File: src/logic/apc_pkg.sv
// Package for the audio port clock gate and receive interrupt flags.
// Assumes a single 200 MHz clock domain and a plain register port.
package apc_pkg;

  // ----------------------------------------------------------------
  // Register map
  // ----------------------------------------------------------------
  localparam int          APC_ADDR_W        = 4;
  localparam int          APC_DATA_W        = 16;
  localparam logic [3:0]  APC_OFF_GLOBAL    = 4'h0;
  localparam logic [3:0]  APC_OFF_IRQ_STAT  = 4'h2;
  localparam logic [3:0]  APC_OFF_EVT_STAT  = 4'h4;
  localparam logic [3:0]  APC_OFF_EVT_MASK  = 4'h6;

  // ----------------------------------------------------------------
  // Field positions
  // ----------------------------------------------------------------
  localparam int          APC_GC_CLOCK_ON   = 0;
  localparam int          APC_GC_LAST       = 7;
  localparam int          APC_IS_RX_PEND    = 0;
  localparam int          APC_IS_RXE_PEND   = 1;
  localparam int          APC_IS_RX_CLR     = 2;
  localparam int          APC_IS_RXE_CLR    = 3;
  localparam int          APC_EV_RX         = 0;
  localparam int          APC_EV_RXE        = 1;

  // ----------------------------------------------------------------
  // Reset values
  // ----------------------------------------------------------------
  localparam logic [7:0]  APC_GC_RESET      = 8'h00;
  localparam logic [1:0]  APC_EV_RESET      = 2'h0;

  // ----------------------------------------------------------------
  // Carriers
  // ----------------------------------------------------------------
  typedef struct packed {
    logic [APC_ADDR_W-1:0] addr;
    logic [APC_DATA_W-1:0] wdata;
    logic                  wr;
    logic                  rd;
  } apc_bus_req_t;

  typedef struct packed {
    logic                  rx;
    logic                  rx_err;
  } apc_events_t;

  typedef struct packed {
    logic [7:0]            global_ctrl;
    logic                  rx_pend;
    logic                  rxe_pend;
    logic [1:0]            evt_stat;
    logic [1:0]            evt_mask;
    logic [APC_DATA_W-1:0] rdata;
  } apc_state_t;

endpackage

File: src/logic/apc_audio_port_unit.sv
// Clock gate and receive interrupt pending flags of the audio port unit.
// Assumes synchronous inputs, one clock and a plain register port.
//
// Overview of operation
// Clock-on bit gates the module clock.
// Register accesses other than global act only while clock-on set.
// Other global bits settable only after clock-on.
// Reset clears clock-on, clock stopped.
// Writing 1 to rx clear clears pending.
// Rx pending flag is read-only status.
// Device holds receive-error pending flag.
// Writing 1 to error clear clears it.
// Receive-error pending flag is read-only.
// Receive interrupt event sets rx pending.
// Writing 0 keeps flags; clears read 0.
`timescale 1ns/10ps
`default_nettype none
module apc_audio_port_unit
  import apc_pkg::*;
(
  input  wire logic                  clock,
  input  wire logic                  rst_n,
  input  wire logic [APC_ADDR_W-1:0] addr,
  input  wire logic [APC_DATA_W-1:0] wdata,
  input  wire logic                  wr,
  input  wire logic                  rd,
  output logic      [APC_DATA_W-1:0] rdata,
  input  wire logic                  rx_event,
  input  wire logic                  rx_err_event,
  output logic                       unit_clock_on,
  output logic      [6:0]            audio_global_control,
  output logic                       rx_int_pending,
  output logic                       rx_err_pending,
  output logic                       irq
);

  // ----------------------------------------------------------------
  // State
  // ----------------------------------------------------------------
  apc_state_t            state;
  apc_state_t            next_state;
  apc_bus_req_t          req;
  apc_events_t           ev;

  // ----------------------------------------------------------------
  // Decode
  // ----------------------------------------------------------------
  logic                  clock_running;
  logic                  sel_global;
  logic                  sel_irq_stat;
  logic                  sel_evt_stat;
  logic                  sel_evt_mask;
  logic                  bus_ok;
  logic                  wr_ok;
  logic                  rd_ok;
  logic                  wr_global;
  logic                  wr_irq_stat;
  logic                  wr_evt_mask;
  logic                  rd_evt_stat;
  logic                  keep_control;

  // ----------------------------------------------------------------
  // Update
  // ----------------------------------------------------------------
  logic [1:0]            flag_set;
  logic [1:0]            flag_clear;
  logic [1:0]            evt_clear;
  logic                  next_rx_pend;
  logic                  next_rxe_pend;
  logic [1:0]            next_evt_stat;
  logic [APC_GC_LAST:0]  next_global;
  logic [1:0]            next_mask;
  logic [APC_DATA_W-1:0] global_word;
  logic [APC_DATA_W-1:0] irq_word;
  logic [APC_DATA_W-1:0] evt_word;
  logic [APC_DATA_W-1:0] mask_word;
  logic [APC_DATA_W-1:0] read_word;
  logic [1:0]            irq_bits;

  assign req = '{addr: addr, wdata: wdata, wr: wr, rd: rd};
  assign ev  = '{rx: rx_event, rx_err: rx_err_event};

  // ----------------------------------------------------------------
  // Address decode
  // ----------------------------------------------------------------
  always_comb begin
    sel_global   = 1'b0;
    sel_irq_stat = 1'b0;
    sel_evt_stat = 1'b0;
    sel_evt_mask = 1'b0;
    case (req.addr)
      APC_OFF_GLOBAL: begin
        sel_global = 1'b1;
      end
      APC_OFF_IRQ_STAT: begin
        sel_irq_stat = 1'b1;
      end
      APC_OFF_EVT_STAT: begin
        sel_evt_stat = 1'b1;
      end
      APC_OFF_EVT_MASK: begin
        sel_evt_mask = 1'b1;
      end
      default: begin
        sel_global = 1'b0;
      end
    endcase
  end

  // ----------------------------------------------------------------
  // Strobe qualification
  // ----------------------------------------------------------------
  assign clock_running = state.global_ctrl[APC_GC_CLOCK_ON];
  // Only the global register answers while clock is off
  assign bus_ok        = clock_running || sel_global;
  assign wr_ok         = req.wr && bus_ok;
  assign rd_ok         = req.rd && bus_ok;
  assign wr_global     = wr_ok && sel_global;
  assign wr_irq_stat   = wr_ok && sel_irq_stat;
  assign wr_evt_mask   = wr_ok && sel_evt_mask;
  assign rd_evt_stat   = rd_ok && sel_evt_stat;
  // Other bits need clock-on already set
  assign keep_control  = clock_running && req.wdata[APC_GC_CLOCK_ON];

  // ----------------------------------------------------------------
  // Flag events
  // ----------------------------------------------------------------
  // Events only count while the unit clock runs
  assign flag_set[APC_EV_RX]    = clock_running && ev.rx;
  assign flag_set[APC_EV_RXE]   = clock_running && ev.rx_err;
  // Pending bits are read-only; only a 1 on a clear acts
  assign flag_clear[APC_EV_RX]  = wr_irq_stat && req.wdata[APC_IS_RX_CLR];
  assign flag_clear[APC_EV_RXE] = wr_irq_stat && req.wdata[APC_IS_RXE_CLR];
  // Status is sticky until read
  assign evt_clear              = {2{rd_evt_stat}};

  // ----------------------------------------------------------------
  // Sticky flags, set wins over clear
  // ----------------------------------------------------------------
  apc_sticky_next #(
    .W (1)
  ) rx_pend_u (
    .current_value (state.rx_pend),
    .set_bits      (flag_set[APC_EV_RX]),
    .clear_bits    (flag_clear[APC_EV_RX]),
    .next_value    (next_rx_pend)
  );

  apc_sticky_next #(
    .W (1)
  ) rxe_pend_u (
    .current_value (state.rxe_pend),
    .set_bits      (flag_set[APC_EV_RXE]),
    .clear_bits    (flag_clear[APC_EV_RXE]),
    .next_value    (next_rxe_pend)
  );

  apc_sticky_next #(
    .W (2)
  ) evt_stat_u (
    .current_value (state.evt_stat),
    .set_bits      (flag_set),
    .clear_bits    (evt_clear),
    .next_value    (next_evt_stat)
  );

  // ----------------------------------------------------------------
  // Global control
  // ----------------------------------------------------------------
  always_comb begin
    next_global = state.global_ctrl;
    if (wr_global) begin
      next_global[APC_GC_CLOCK_ON] = req.wdata[APC_GC_CLOCK_ON];
      if (keep_control) begin
        next_global[APC_GC_LAST:1] = req.wdata[APC_GC_LAST:1];
      end else begin
        next_global[APC_GC_LAST:1] = '0;
      end
    end
  end

  // ----------------------------------------------------------------
  // Event mask
  // ----------------------------------------------------------------
  always_comb begin
    next_mask = state.evt_mask;
    if (wr_evt_mask) begin
      next_mask = req.wdata[APC_EV_RXE:APC_EV_RX];
    end
  end

  // ----------------------------------------------------------------
  // Register images
  // ----------------------------------------------------------------
  always_comb begin
    global_word                = '0;
    global_word[APC_GC_LAST:0] = state.global_ctrl;
  end

  always_comb begin
    irq_word                  = '0;
    // Clear bits read as zero
    irq_word[APC_IS_RX_PEND]  = state.rx_pend;
    irq_word[APC_IS_RXE_PEND] = state.rxe_pend;
  end

  always_comb begin
    evt_word                        = '0;
    evt_word[APC_EV_RXE:APC_EV_RX] = state.evt_stat;
  end

  always_comb begin
    mask_word                        = '0;
    mask_word[APC_EV_RXE:APC_EV_RX] = state.evt_mask;
  end

  // ----------------------------------------------------------------
  // Read data
  // ----------------------------------------------------------------
  always_comb begin
    read_word = '0;
    if (rd_ok) begin
      case (req.addr)
        APC_OFF_GLOBAL: begin
          read_word = global_word;
        end
        APC_OFF_IRQ_STAT: begin
          read_word = irq_word;
        end
        APC_OFF_EVT_STAT: begin
          read_word = evt_word;
        end
        APC_OFF_EVT_MASK: begin
          read_word = mask_word;
        end
        default: begin
          read_word = '0;
        end
      endcase
    end
  end

  // ----------------------------------------------------------------
  // Next state
  // ----------------------------------------------------------------
  always_comb begin
    next_state             = state;
    next_state.global_ctrl = next_global;
    next_state.rx_pend     = next_rx_pend;
    next_state.rxe_pend    = next_rxe_pend;
    next_state.evt_stat    = next_evt_stat;
    next_state.evt_mask    = next_mask;
    next_state.rdata       = read_word;
  end

  // ----------------------------------------------------------------
  // Registers
  // ----------------------------------------------------------------
  always_ff @(posedge clock or negedge rst_n) begin
    if (!rst_n) begin
      state.global_ctrl <= APC_GC_RESET;
      state.rx_pend     <= 1'b0;
      state.rxe_pend    <= 1'b0;
      state.evt_stat    <= APC_EV_RESET;
      state.evt_mask    <= APC_EV_RESET;
      state.rdata       <= '0;
    end else begin
      state <= next_state;
    end
  end

  // ----------------------------------------------------------------
  // Outputs
  // ----------------------------------------------------------------
  assign rdata                = state.rdata;
  assign unit_clock_on        = state.global_ctrl[APC_GC_CLOCK_ON];
  assign audio_global_control = state.global_ctrl[APC_GC_LAST:1];
  assign rx_int_pending       = state.rx_pend;
  assign rx_err_pending       = state.rxe_pend;

  // ----------------------------------------------------------------
  // Interrupt request
  // ----------------------------------------------------------------
  assign irq_bits             = state.evt_stat & state.evt_mask;
  assign irq                  = |irq_bits;

endmodule

// ----------------------------------------------------------------
// Sticky flag next value
// ----------------------------------------------------------------
module apc_sticky_next
  import apc_pkg::*;
#(
  parameter int W = 2
) (
  input  wire logic [W-1:0] current_value,
  input  wire logic [W-1:0] set_bits,
  input  wire logic [W-1:0] clear_bits,
  output logic      [W-1:0] next_value
);

  // Set beats a clear in the same cycle
  assign next_value = set_bits | (current_value & ~clear_bits);

endmodule
`default_nettype wire

File: config.mk
export PLATFORM = sky130hd
export DESIGN_NAME = apc_audio_port_unit
export DESIGN_NICKNAME = d
export VERILOG_FILES = /design/src/logic/apc_pkg.sv /design/src/logic/apc_audio_port_unit.sv
export SDC_FILE = /design/constraint.sdc
export NUM_CORES = 1
export LEC_CHECK = 0
export ABC_AREA = 1
export ABC_CLOCK_PERIOD_IN_PS = 2000
export BUFFER_PORTS_ARGS = -buffer_cell sky130_fd_sc_hd__clkbuf_2
export CORE_UTILIZATION = 48
export DETAILED_ROUTE_END_ITERATION = 12
export GPL_ROUTABILITY_DRIVEN = 1
export PLACE_DENSITY = 0.92
export SLEW_MARGIN = 20
export SYNTH_ARGS = -nofsm -noshare
export SYNTH_HDL_FRONTEND = slang
export SYNTH_SLANG_ARGS = --single-unit
export TNS_END_PERCENT = 100
File: constraint.sdc
create_clock -name clock -period 2 [get_ports clock]
set_input_delay 0.6 -clock clock [delete_from_list [all_inputs] [get_ports clock]]
set_output_delay 0.6 -clock clock [all_outputs]
set_load 0.01 [all_outputs]
# After elaboration in Yosys (flattened, before gate mapping)
# Cells that the tools add are included.
[word_totals] register_bits=30 latch_bits=0 mem_bits_rw=0 rom_bits=0 input_bits=26 out_inout_bits=27 elab_cells=40 n_memories=0
[classes] addsub=0 multipliers=0 div=0 magnitude_cmp=0 n_eq_ne=3 shifts=0 mux=7 bitwise_logic=10 reduce_logical=14
[ops] op="8-bit one-hot mux with 4 select lines" count=1
[ops] op="1-bit logical AND" count=11
[ops] op="4-bit by 3-bit == test with 1-bit output (second input constant)" count=2
[ops] op="8-bit 2-to-1 mux" count=1
[ops] op="7-bit 2-to-1 mux" count=1
[ops] op="2-bit bitwise AND" count=2
[ops] op="4-bit by 2-bit == test with 1-bit output (second input constant)" count=1
[ops] op="4-bit zero test" count=1
[ops] op="1-bit 2-to-1 mux" count=4
[ops] op="1-bit bitwise AND" count=2
[ops] op="1-bit inverter" count=2
[ops] op="2-bit inverter" count=1
[ops] op="1-bit bitwise OR" count=2
[ops] op="2-bit bitwise OR" count=1
[ops] op="2-bit OR reduction" count=1
[ops] op="1-bit logical OR" count=1

# Depth between registers and ports, before layout
[depth] depth_word=9 depth_mapped=7 mapped_depth_nobuf=7

# Cells and area by module
# From an unflattened synthesis, not the netlist that was laid out.
[hier_totals] hier_cells=132 area_unflattened_um2=1106.1
[modules_own_cells] mod="apc_audio_port_unit" instances=1 cells_per_inst=116 area_each_um2=1046.0 seq_area_each_um2=550.5
[modules_own_cells] mod="apc_sticky_next at evt_stat_u" instances=1 cells_per_inst=8 area_each_um2=30.0 seq_area_each_um2=0.0
[modules_own_cells] mod="apc_sticky_next at rx_pend_u ..." instances=2 cells_per_inst=4 area_each_um2=15.0 seq_area_each_um2=0.0

# Worst setup path before layout
# Ideal clock, no wire load.
[synth_path] path_kind="input-to-reg" start="input port addr[0]" end="register state, in the netlist audio_global_control[1]" setup_time_ns=0.126 t_arrival_ns=1.148 required_ns=1.874 path_slack_ns=0.726 stages=5 n_path_buf=1 path_cell_list="nor2_4 > nand2_4 > nor2_8 > buf_8 > o21ai_0"
[synth_via] elab_chain_cells=5
[synth_rtl] item="start: declaration" line="apc_audio_port_unit.sv:23" text="input wire logic [APC_ADDR_W-1:0] addr,"
[synth_rtl] item="4-bit zero test (*)" line="apc_audio_port_unit.sv:91" text="case (req.addr)"
[synth_rtl] item="1-bit 2-to-1 mux (*)" line="apc_audio_port_unit.sv:91"
[synth_rtl] item="1-bit logical OR" line="apc_audio_port_unit.sv:115" text="assign bus_ok = clock_running || sel_global;"
[synth_rtl] item="1-bit logical AND" line="apc_audio_port_unit.sv:116" text="assign wr_ok = req.wr && bus_ok;"
[synth_rtl] item="1-bit logical AND (*)" line="apc_audio_port_unit.sv:118" text="assign wr_global = wr_ok && sel_global;"
[synth_rtl] item="end signal: assignment" line="apc_audio_port_unit.sv:268" text="state <= next_state;"
[synth_rtl] item="end: declaration" line="apc_audio_port_unit.sv:40" text="apc_state_t state;"
# Mark *: on every way between the ends. The rest lies on a longest branch, timed or not.
# A chain may end at the register's enable or synchronous reset.

# Final worst setup path
[layout_path] start="register state, in the netlist evt_word[0]" end="output port irq"
[layout_via] elab_chain_cells=2
[layout_rtl] item="2-bit bitwise AND" line="apc_audio_port_unit.sv:284" text="assign irq_bits = state.evt_stat & state.evt_mask;"
[layout_rtl] item="2-bit OR reduction" line="apc_audio_port_unit.sv:285" text="assign irq = |irq_bits;"
[layout_rtl] item="end: declaration" line="apc_audio_port_unit.sv:34" text="output logic irq"
# No other way between the ends.

==> results.toml <==
[synth]
yosysWarnings = 0
synth_compound_area_frac = 0.05294
synthesis.area_sq_um = 1064
yosysSeqAreaShare = 0.5176
synth_fa_ha_area_frac = 0
synthMuxAreaShare = 0
yosys.area_share.simple = 0.3094
synth-seq-cells = 22
synth_xor_area_frac = 0
synth_top_family_by_area = "simple AND/OR/NAND/NOR gates"
avgSynthCellArea_sq_um = 8.937
synth_cell_types = 20
syn_inst = 119

[cts]
clk_latency_ns = 0.30
cts_root_buffer = "clkbuf_4"
cts.path.max_buffers = 2
cts_tree = "yes"
cts_sinks = 22
path_clk_slew_ns = 0.12
holdBufCountCts = 0
cts_setup_buffers = 0
numCtsBuffers = 3
postCtsResizedCells = 0
cts_htree_levels = 1

[cells_and_area]
nFillCells = 166
layout.cells.non_filler = 184
multi_input_area_sq_um = 415.4
drive_gt1_frac = 0.3312
seq_area_sq_um = 550.5
fin_util = 0.6337
diodes = 0
area_delta_synth_final_pct = 20.47
final_nets = 184

[sta]
finalHoldWorstSlack_ns = 0.2435
final_hold_viol_count = 0
worst-slew-pin-transition_ns = 0.5178
maxSlewHeadroom = 0.6548
fin_setup_tns_ns = 0
clock-skew-final_ns = 0.002608
final_max_slew_viol_count = 0
grt_setup_unrepaired = "no"
fin_crit_ns = 1.681
fmax_mhz = 595.0
fin_crit_sh = 0.8403
setup_viol = 0

[worst_setup_path]
worstSetupPathDepth = 2
setup.worst_path.class = "register to output port"
worst-path-buf-inv = 1
reg2regPathDepth = 5
arrival_ns = 1.08
cp_cell_sequence = "a22o_1 -> clkbuf_2"
cp_top_family = "flip-flops"
slowest_delay_ns = 0.43
worst-path-max-fanout = 3
cp-end-kind = "output port"
setup.worst_path.start_class = "register"
cp.required_ns = 1.40
crit_slowest_cell = "dfrtp_1"

[run]
cap_viol_max_count = 0

[placed_design]
placedCellCount = 180
io_buffers = 36
dp_hpwl_um = 1685
gp_congestion = 0.9292

[floorplanning]
pin_count = 53
start_util = 0.5260
rows = 16
dieArea_sq_um = 2408
fp.coreArea_sq_um = 2022
die_x_um = 49.07
die_h_um = 49.07

[drt]
detail-route-antenna-nets = 0
routed_wl_um = 2130
first_pass_iters = 4
viasPerCell = 4.870
drt-initial-drc-count = 27
drc = 0
wl_per_cell_um = 11.58
via_count = 896

[grt]
antenna_found_initial = 0
grt_pass1_wl_um = 3629
track_usage = 0.2009
grt_pass1_vias = 838
grtUsageMet1 = 0.2252
gr-usage-met2 = 0.3539
met3_usage = 0.02181
grt_max_degree = 23
grt_overflow_total = 0
grt-busiest-layer = "met2"

[power]
switchingPower_mw = 0.3134
vdd_drop_max_mv = 0.4545
seqPwrFrac = 0.489
total_power_mw = 1.096
power_frac_clock = 0.304
p_leak_nw = 0.7262
power_frac_comb = 0.208
intPower_mw = 0.7822
power_density_nw_per_um2 = 855.2
switching_share = 0.2861

[outcome]
outcome = "complete, no violations"

[min_path]
hp-class = "primary input to async pin"
## metrics by stage
stage / setup WS, ns / cell area, sq um
after global routing: 0.2967 / 1281
after global placement: 0.5201 / 1229
final: 0.3193 / 1281
after CTS: 0.3238 / 1281
after detailed placement: 0.4819 / 1229
after floorplan: 0.7263 / 1090
## routing by layer
layer | share of wire | wire length [um]
met5 | 0 | 0
met3 | 0.055 | 117
met2 | 0.50 | 1075
met4 | 0.031 | 65
met1 | 0.41 | 871
## worst paths after layout
path                                startpoint             end  slack [ns]
worst min register to register  rx_err_pending  rx_err_pending        0.52
min in group clock                    rx_event     evt_word[0]        0.52
max in group asynchronous                rst_n    mask_word[0]        1.41
worst max-delay path               evt_word[0]             irq        0.32
worst min-delay path                     rst_n        rdata[5]        0.24
worst max register to register   unit_clock_on     evt_word[1]        0.90
## cells in the final DEF (no fill, tap or decap), types with 2 or more instances in the layout
master and instances:
nor2_4 2, o21ai_0 6, dfrtp_1 22, nand2_1 31, nand3_2 3, inv_1 12
o21ai_2 2, nor2_1 11, conb_1 8, clkbuf_4 3, nand3_1 9, clkbuf_2 36
nand4_1 4
## area by class of cell
type                            instances  share of cell area
Sequential cell                        22              0.4297
Multi-Input combinational cell         82              0.3242
Clock inverter                          1             0.02344
Clock buffer                            3             0.01758
Timing Repair Buffer                   36              0.1406
Inverter                               13             0.03809
Tap cell                               27             0.02637
## state kept, by name (all words and copies together) (netlist names)
register	cells
rdata	8
evt_word	2
mask_word	2
audio_global_control	7
unit_clock_on	1
rx_int_pending	1
rx_err_pending	1
## synthesized netlist by cell type
cell type	instances	area (sq um)
nor3_1	1	5.000
o21ai_2	2	17.52
a22o_1	1	8.760
dfrtp_1	22	550.5
nand3_2	3	30.03
nor2_1	11	41.29
nand2_1	31	116.4
nor2_8	1	20.02
conb_1	1	3.750
nand3_1	9	45.04
nand4_1	4	25.02
inv_2	1	3.750
inv_1	12	45.04
nor2_4	2	22.52
nand2_2	1	6.260
buf_4	8	60.06
nand2_4	1	11.26
nor2_2	1	6.260
buf_8	1	15.01
o21ai_0	6	30.03
## cells by family (layout without fill, tap and decap cells)
family,count (synthesis),after routing
AOI/OAI and AO/OA,9,9
buffers and inverters,22,53
DFF,22,22
other,1,8
and+or+nand+nor,65,65
## power groups by stage
stage / clock network (mW) / registers [mW] / logic, mW
2_1_floorplan: 0 / 0.556 / 0.118
3_3_place_gp: 0 / 0.540 / 0.217
3_5_place_dp: 0 / 0.543 / 0.228
4_1_cts: 0.337 / 0.534 / 0.230
5_1_grt: 0.358 / 0.539 / 0.252
6_report: 0.333 / 0.535 / 0.228
Power figures use the tool's default switching activity.
